--- config.mk ---
export PLATFORM = sky130hd
export DESIGN_NAME = cpu_flow_exec
export DESIGN_NICKNAME = d
export VERILOG_FILES = /design/src/hdl/cpu_flow_pkg.sv /design/src/hdl/addr_stack.sv /design/src/hdl/cpu_flow_exec.sv
export VERILOG_INCLUDE_DIRS = /design/src /design/src/hdl
export SDC_FILE = /design/constraint.sdc
export NUM_CORES = 1
export LEC_CHECK = 0
export BUFFER_PORTS_ARGS = -buffer_cell sky130_fd_sc_hd__buf_2
export CAP_MARGIN = 20
export CORE_AREA = 2 2 166 168
export CTS_BUF_LIST = sky130_fd_sc_hd__clkbuf_2
export CTS_CLUSTER_DIAMETER = 60
export DETAILED_ROUTE_END_ITERATION = 8
export DIE_AREA = 0 0 168 170
export MAX_ROUTING_LAYER = met4
export SLEW_MARGIN = 10
export SYNTH_ARGS = -nofsm -noshare
export SYNTH_HDL_FRONTEND = slang
export SYNTH_SLANG_ARGS = --single-unit
--- constraint.sdc ---
create_clock -name sys_clk -period 5 [get_ports sys_clk]
set_input_delay 0.5 -clock sys_clk [delete_from_list [all_inputs] [get_ports sys_clk]]
set_output_delay 0.5 -clock sys_clk [all_outputs]
set_load 0.05 [all_outputs]
--- src/hdl/cpu_flow_defines.svh ---
// Constant definitions for the control-flow executor: opcodes, fields and sizes.
`ifndef CPU_FLOW_DEFINES_SVH
`define CPU_FLOW_DEFINES_SVH

// Address and stack geometry.
`define PC_W            14
`define PC_RESET        14'h0000
`define STACK_DEPTH     8
`define STACK_PTR_W     3

// Opcode class sits in bits 7..5 of the first byte.
`define CLASS_MISC      3'h0
`define CLASS_BRANCH    3'h1
`define CLASS_ENTRY     3'h2
`define CLASS_EXIT      3'h3
`define CLASS_PORT_RD   3'h4
`define CLASS_PORT_WR   3'h5
`define CLASS_INCDEC    3'h6
`define CLASS_RESTART   3'h7

// Single opcodes of the miscellaneous class.
`define OP_STOP         8'h00
`define OP_HI_IMM       8'h01
`define OP_LO_IMM       8'h02

// Field positions inside the first byte.
`define COND_EN_BIT     3
`define COND_SENSE_BIT  0
`define DEC_BIT         3
`define PORT_RD_MAX     5'h07
`define PORT_WR_MIN     5'h08
`define PORT_WR_MAX     5'h1f
`define RESTART_SHIFT   3

// Condition selector values (bits 2..1).
`define COND_CARRY      2'h0
`define COND_ZERO       2'h1
`define COND_PARITY     2'h2
`define COND_SIGN       2'h3

// Register file indices.
`define REG_A           3'h0
`define REG_B           3'h1
`define REG_H           3'h5
`define REG_L           3'h6

`endif

--- src/hdl/cpu_flow_pkg.sv ---
// Types shared by the control-flow executor and its address stack.
package cpu_flow_pkg;

	typedef enum logic [2:0] {
		PH_FETCH,
		PH_OPER_LO,
		PH_OPER_HI,
		PH_PORT,
		PH_STOPPED,
		PH_INT_FETCH
	} phase_t;

	typedef struct packed {
		logic carry;
		logic zero;
		logic parity_even;
		logic sign_minus;
	} flags_t;

	typedef struct packed {
		logic       req;
		logic       write;
		logic [4:0] device;
		logic [7:0] wdata;
	} port_req_t;

	typedef struct packed {
		logic [7:0][13:0] slots;
		logic [2:0]       ptr;
	} stack_state_t;

	typedef struct packed {
		phase_t          phase;
		logic [13:0]     pc;
		logic [7:0]      opcode;
		logic [7:0]      oper_lo;
		logic [7:0][7:0] regs;
		flags_t          flags;
		port_req_t       port;
	} cpu_state_t;

endpackage

--- src/hdl/addr_stack.sv ---
// Circular return-address stack for subroutine entry and exit.
`timescale 1ns/1ps
`default_nettype none
`include "cpu_flow_defines.svh"

module addr_stack
	import cpu_flow_pkg::*;
(
	input  wire logic        sys_clk,
	input  wire logic        srst,
	input  wire logic        push,
	input  wire logic        pop,
	input  wire logic [13:0] push_addr,
	output logic      [13:0] top_addr
);

	stack_state_t st;
	stack_state_t next_st;

	// The pointer wraps, so nesting past the depth overwrites the oldest entry silently.
	always_comb begin
		next_st = st;
		if (push) begin
			next_st.slots[st.ptr] = push_addr;
			next_st.ptr           = st.ptr + 3'h1;
		end else if (pop) begin
			next_st.ptr = st.ptr - 3'h1;
		end
	end

	always_ff @(posedge sys_clk) begin
		if (srst) begin
			st <= '0;
		end else begin
			st <= next_st;
		end
	end

	// Top of stack is the last entry pushed.
	assign top_addr = st.slots[st.ptr - 3'h1];

endmodule // addr_stack
`default_nettype wire

--- src/hdl/cpu_flow_exec.sv ---
// Instruction executor for branch, subroutine, port, increment, stop and restart operations.
//
// Contract
// [RULE_01] Subroutine entry is three bytes; bytes two and three give the target.
// [RULE_02] Conditional entry happens only if its carry, zero, parity or sign test holds.
// [RULE_03] Subroutine exit resumes at the entry's first byte address plus three.
// [RULE_04] Branch is three bytes; taken branch loads PC from bytes two and three.
// [RULE_05] Conditional branch taken only when its condition holds, else falls through.
// [RULE_06] Subroutine exit is one byte and returns after the entry instruction.
// [RULE_07] Conditional exit only when its condition holds, else continue in sequence.
// [RULE_08] Port operation is one byte, moving one byte between accumulator and device.
// [RULE_09] Read devices are 0 to 7, write devices octal 10 to 37.
// [RULE_10] Increment or decrement adds or subtracts one on registers B through L.
// [RULE_11] Increment and decrement update zero, parity, sign; carry stays unchanged.
// [RULE_12] Stop instruction halts all further fetching and execution.
// [RULE_13] Restart with interrupt resumes a stopped processor at operand times eight.
// [RULE_14] Pointer pair load equals two immediate loads, first H then L.
// [RULE_15] Taken entry pushes return address; taken exit pops it; untaken leaves stack.
// [RULE_16] Parity even means even count of ones; sign minus means top bit set.
`timescale 1ns/1ps
`default_nettype none
`include "cpu_flow_defines.svh"

module cpu_flow_exec
	import cpu_flow_pkg::*;
(
	input  wire logic        sys_clk,
	input  wire logic        srst,
	output logic             mem_req,
	output logic      [13:0] mem_addr,
	input  wire logic  [7:0] mem_rdata,
	input  wire logic        mem_valid,
	input  wire logic        intr_req,
	output logic             intr_ack,
	output port_req_t        port_out,
	input  wire logic  [7:0] port_rdata,
	input  wire logic        port_ack,
	output logic             stopped,
	output logic       [7:0] accumulator,
	output flags_t           flags
);

	cpu_state_t st;
	cpu_state_t next_st;
	logic        stk_push;
	logic        stk_pop;
	logic [13:0] stk_top;
	logic [13:0] ret_addr;

	// The stack must keep the byte after the second operand byte, never the jump target.
	assign ret_addr = st.pc + 14'h1; // [RULE_03]

	// Condition test shared by branch, entry and exit decoding.
	function automatic logic cond_holds(input flags_t f, input logic [7:0] op);
		logic v;
		v = 1'b0;
		case (op[2:1])
			`COND_CARRY:  v = f.carry;
			`COND_ZERO:   v = f.zero;
			`COND_PARITY: v = f.parity_even;
			`COND_SIGN:   v = f.sign_minus;
			default:      v = 1'b0;
		endcase
		// Unconditional forms ignore the flags entirely.
		return !op[`COND_EN_BIT] || (v == op[`COND_SENSE_BIT]);
	endfunction

	// Whether a first byte needs two more operand bytes.
	function automatic logic is_three_byte(input logic [7:0] op);
		return (op[7:5] == `CLASS_BRANCH) || (op[7:5] == `CLASS_ENTRY);
	endfunction

	// Return address stack; only taken entries and exits move it.
	addr_stack u_stack (
		.sys_clk   (sys_clk),
		.srst      (srst),
		.push      (stk_push),
		.pop       (stk_pop),
		.push_addr (ret_addr),
		.top_addr  (stk_top)
	);

	// Next-state logic for the whole executor.
	always_comb begin
		logic [7:0] op;
		logic [7:0] res;
		logic [2:0] idx;
		op       = mem_rdata;
		res      = 8'h00;
		idx      = 3'h0;
		next_st  = st;
		stk_push = 1'b0;
		stk_pop  = 1'b0;
		case (st.phase)
			PH_FETCH: begin
				if (mem_valid) begin
					next_st.opcode = op;
					next_st.pc     = st.pc + 14'h1;
					idx            = op[2:0];
					if (op == `OP_STOP) begin
						next_st.phase = PH_STOPPED; // [RULE_12]
					end else if (op == `OP_HI_IMM || op == `OP_LO_IMM || is_three_byte(op)) begin
						next_st.phase = PH_OPER_LO; // [RULE_01] [RULE_04] [RULE_14]
					end else begin
						case (op[7:5])
							`CLASS_EXIT: begin
								// One-byte exit; an untaken test just moves on.
								if (cond_holds(st.flags, op)) begin // [RULE_06] [RULE_07]
									next_st.pc = stk_top; // [RULE_03]
									stk_pop    = 1'b1; // [RULE_15]
								end
							end
							`CLASS_PORT_RD: begin
								if (op[4:0] <= `PORT_RD_MAX) begin // [RULE_09]
									next_st.port.req    = 1'b1; // [RULE_08]
									next_st.port.write  = 1'b0;
									next_st.port.device = op[4:0];
									next_st.phase       = PH_PORT;
								end
							end
							`CLASS_PORT_WR: begin
								if (op[4:0] >= `PORT_WR_MIN) begin // [RULE_09]
									next_st.port.req    = 1'b1; // [RULE_08]
									next_st.port.write  = 1'b1;
									next_st.port.device = op[4:0];
									next_st.port.wdata  = st.regs[`REG_A];
									next_st.phase       = PH_PORT;
								end
							end
							`CLASS_INCDEC: begin
								// Only B through L are legal targets; others are no-ops.
								if (idx >= `REG_B && idx <= `REG_L) begin // [RULE_10]
									res = op[`DEC_BIT] ? st.regs[idx] - 8'h01
										: st.regs[idx] + 8'h01;
									next_st.regs[idx]         = res;
									next_st.flags.zero        = (res == 8'h00); // [RULE_11]
									next_st.flags.parity_even = ~^res; // [RULE_16]
									next_st.flags.sign_minus  = res[7]; // [RULE_16]
								end
							end
							`CLASS_RESTART: begin
								next_st.pc = 14'(op[2:0]) << `RESTART_SHIFT; // [RULE_13]
							end
							default: begin
								next_st.phase = PH_FETCH;
							end
						endcase
					end
				end
			end
			PH_OPER_LO: begin
				if (mem_valid) begin
					next_st.pc      = st.pc + 14'h1;
					next_st.oper_lo = mem_rdata;
					// Immediate forms finish here; the pair load is simply two of them.
					if (st.opcode == `OP_HI_IMM) begin
						next_st.regs[`REG_H] = mem_rdata; // [RULE_14]
						next_st.phase        = PH_FETCH;
					end else if (st.opcode == `OP_LO_IMM) begin
						next_st.regs[`REG_L] = mem_rdata; // [RULE_14]
						next_st.phase        = PH_FETCH;
					end else begin
						next_st.phase = PH_OPER_HI;
					end
				end
			end
			PH_OPER_HI: begin
				if (mem_valid) begin
					// The pc after the third byte is the first byte address plus three.
					next_st.pc    = st.pc + 14'h1;
					next_st.phase = PH_FETCH;
					if (cond_holds(st.flags, st.opcode)) begin // [RULE_02] [RULE_05]
						stk_push   = (st.opcode[7:5] == `CLASS_ENTRY); // [RULE_15] [RULE_03]
						next_st.pc = {mem_rdata[5:0], st.oper_lo}; // [RULE_01] [RULE_04]
					end
				end
			end
			PH_PORT: begin
				// Request holds until the device acknowledges the single byte.
				if (port_ack) begin
					next_st.port.req = 1'b0;
					next_st.phase    = PH_FETCH;
					if (!st.port.write) begin
						next_st.regs[`REG_A] = port_rdata; // [RULE_08]
					end
				end
			end
			PH_STOPPED: begin
				if (intr_req) begin
					next_st.phase = PH_INT_FETCH; // [RULE_13]
				end
			end
			PH_INT_FETCH: begin
				// The interrupting party supplies the restart byte on the memory bus.
				if (mem_valid) begin
					if (mem_rdata[7:5] == `CLASS_RESTART) begin
						next_st.pc    = 14'(mem_rdata[2:0]) << `RESTART_SHIFT; // [RULE_13]
						next_st.phase = PH_FETCH;
					end else begin
						next_st.phase = PH_STOPPED; // [RULE_12]
					end
				end
			end
			default: begin
				next_st.phase = PH_FETCH;
			end
		endcase
	end

	// State register.
	always_ff @(posedge sys_clk) begin
		if (srst) begin
			st       <= '0;
			st.phase <= PH_FETCH;
			st.pc    <= `PC_RESET;
		end else begin
			st <= next_st;
		end
	end

	// Bus requests follow the phase; data outputs all come from the state register.
	assign mem_req     = (st.phase == PH_FETCH) || (st.phase == PH_OPER_LO)
		|| (st.phase == PH_OPER_HI) || (st.phase == PH_INT_FETCH);
	assign mem_addr    = st.pc;
	assign intr_ack    = (st.phase == PH_INT_FETCH);
	assign port_out    = st.port;
	assign stopped     = (st.phase == PH_STOPPED); // [RULE_12]
	assign accumulator = st.regs[`REG_A];
	assign flags       = st.flags;

endmodule // cpu_flow_exec
`default_nettype wire

==> flow_summary.toml <==
[synth]
synth.net_count = 1338
synth_top_area_cell = "dfxtp_1"
synth_seq_cells = 230
synth_edf_count = 0
synth_ff_type = "dfxtp_1"
avgSynthCellArea_um2 = 9.100
ys_types = 78
async_flop_share_pct = 0
netlist_instances = 1303
yosys_warnings = 0
ys_top_cells_by_area = "dfxtp_1 (39%), a211oi_1 (8.3%), mux4_2 (7.6%)"
synthesis.area_mm2 = 0.01186
seq_area_frac_synth_pct = 38.83
synth.top_cell.area_share_pct = 38.83

[power_and_ir_drop]
p_leak_nw = 4.677
max-vdd-ir-drop_v = 0.0001362
power.total_mw = 3.574
power.density_mw_per_mm2 = 281.2

[clock_network]
cts_setup_buffers = 0
cts-buffers-inserted = 61
clk-insertion-delay-late_ns = 0.90
cts.clk_slew.worst_paths_ns = 0.10
ctsRootBufferMaster = "clkbuf_2"
cts_tree = "done"
cts_max_level = 2
cts_max_path_buffers = 3
cts_sinks = 230

[drt]
first_iter_violations = 854
first_pass_iters = 7
route.detailed.drc = 0
drt-wirelength-per-cell_um = 19.10
ant_nets = 0
viasPerCell = 5.771
routed_wl_um = 32440
vias = 9800

[final_layout]
layout-drive-gt1-share_pct = 19.41
final_cell_mix = "dfxtp_1 (229), nor2_1 (221), a211oi_1 (131), clkbuf_2 (93), nand2_1 (80)"
area_delta_synth_final_pct = 7.196
fin_cells = 1698
nFillCells = 2580
register_area_mm2 = 0.004606
final_common_cell = "dfxtp_1"
nets = 1355
multi_input_area_mm2 = 0.006377

[floorplanning]
die_h_um = 170
num_rows = 60
ios = 65
initial_core_util_pct = 44.49
die_w_um = 168
die_area_mm2 = 0.02856
coreArea_mm2 = 0.02665

[flow_run]
drv_cap = 0

[worst_setup_path]
reg2reg_setup_slack_ns = 1.54
r2r-end = "flags[1]"
r2r_start = "accumulator[2]"
path_class = "flop to flop"
crit_path_end_kind = "flop"
cp_max_fo = 6
required_ns = 5.82
reg2reg_depth = 13
crit_path_start_kind = "flop"
arrival_ns = 4.28

[sta]
tightest_slew_ns = 1.117
worst_slack_ns = 1.540
hold_violations = 0
post-route-min-period_ns = 3.460
slew-limit-headroom_pct = 24.99
setup_viol = 0
slew_violations = 0
finalCritPeriodShare_pct = 69.20
rsz0062_at_grt = "no"
holdWs_ns = 0.1299
clock_skew_ns = 0.1156
tns_ns = 0
max_freq_mhz = 289.0

[grt]
grt_start_max_net_pins = 160
overflow = 0
antenna_found_initial = 1
grt_pass1_vias = 9548
globalRouteTotalUtil_pct = 23.50
grt_pass1_wl_um = 52500

[min_path]
min_to = "port_out[14]"
hold_depth = 5
hp-start = "port_ack"
hp-class = "input pin to flop"

[place]
pre_cts_ws_ns = 0.7413
dp.cells = 1581
hpwl_um = 21140
numPortBuffers = 63
routabilityCongestion = 0.8922

[status]
status = "finished, final reports clean"
-- flip-flops by register name, summed over array words and instances, names as in the netlist --
name and cells:
flags 3, u_stack.st 115, mem_addr 14, st 75, port_out 15, accumulator 8
-- what timing repair did --
item | in CTS | in global routing
endpoints found under the hold margin | 18 | 0
hold buffers | 15 | 0
gates resized for setup | 0 | 0
-- cell type report --
type | instances | share of cell area [%]
flip-flops and latches | 230 | 36.23
inverters | 17 | 0.5020
well taps | 341 | 3.357
clock buffers | 93 | 3.662
repair buffers | 110 | 5.699
diodes | 2 | 0.03937
clock inverters | 5 | 0.3347
multi-input cells | 900 | 50.17
-- worst max-delay path, stage by stage, from the launching register on --
cell	delay, ns
dfxtp_1	0.37
mux4_2	0.46
nand2_1	0.08
nand2_1	0.06
ha_1	0.35
a21oi_1	0.19
o211ai_1	0.13
a21o_1	0.18
a41o_1	0.27
xor2_1	0.47
ha_1	0.34
xnor2_1	0.18
xnor2_1	0.09
a211oi_1	0.22
-- worst max path at each step --
stage               cells after the start  slack (ns)        to      startpoint
finish                                 13        1.54  flags[1]  accumulator[2]
global route                           13        1.24  flags[1]  accumulator[2]
CTS                                    13        1.56  flags[1]  accumulator[2]
detailed placement                     14        0.74  flags[1]    mem_rdata[1]
global placement                       14        0.83  flags[1]    mem_rdata[1]
floorplan                              17        0.78  flags[1]    mem_rdata[1]
-- routing by layer --
metal	GRT usage (%)	up-vias	part of all wire, %
met5	-	-	0
met4	7.108	0	2.0
met3	4.581	62	5.9
met2	36.22	325	45
met1	31.38	4661	47
li1	-	4752	-
-- cell usage after synthesis, types with 13 or more instances --
| master | count |
|---|---|
| clkbuf_1 | 63 |
| buf_4 | 51 |
| nand2_1 | 80 |
| a21oi_1 | 43 |
| a211oi_1 | 131 |
| mux2i_1 | 77 |
| mux4_2 | 40 |
| nor3_1 | 14 |
| inv_1 | 15 |
| ha_1 | 13 |
| dfxtp_1 | 230 |
| o21ai_0 | 21 |
| nor2_1 | 221 |
| nor2b_1 | 20 |
| nand3_1 | 29 |
| buf_2 | 32 |
-- per-stage QoR --
stage / cell area [um2] / utilization (%)
3_3_place_gp: 12030 / 45.15
3_5_place_dp: 12030 / 45.15
6_report: 12710 / 47.69
2_1_floorplan: 11860 / -
4_1_cts: 12690 / 47.62
5_1_grt: 12710 / 47.69
-- where the power goes --
| group | internal (mW) | total [mW] | switching (mW) |
|---|---|---|---|
| Sequential | 1.85 | 1.88 | 0.0255 |
| Clock | 0.494 | 1.26 | 0.766 |
| Combinational | 0.148 | 0.435 | 0.287 |
-- cells by family after synthesis --
| group | Yosys count | synth area share, % |
|---|---|---|
| AO/OA/AOI/OAI | 299 | 18.49 |
| XOR/XNOR | 24 | 1.773 |
| adder cells (fa/ha/maj) | 14 | 1.541 |
| buffers and inverters | 173 | 7.492 |
| flip-flops | 230 | 38.83 |
| multiplexers | 119 | 14.29 |
| other | 1 | 0.03163 |
| AND/OR/NAND/NOR | 443 | 17.56 |
Power figures use the tool's default switching activity.
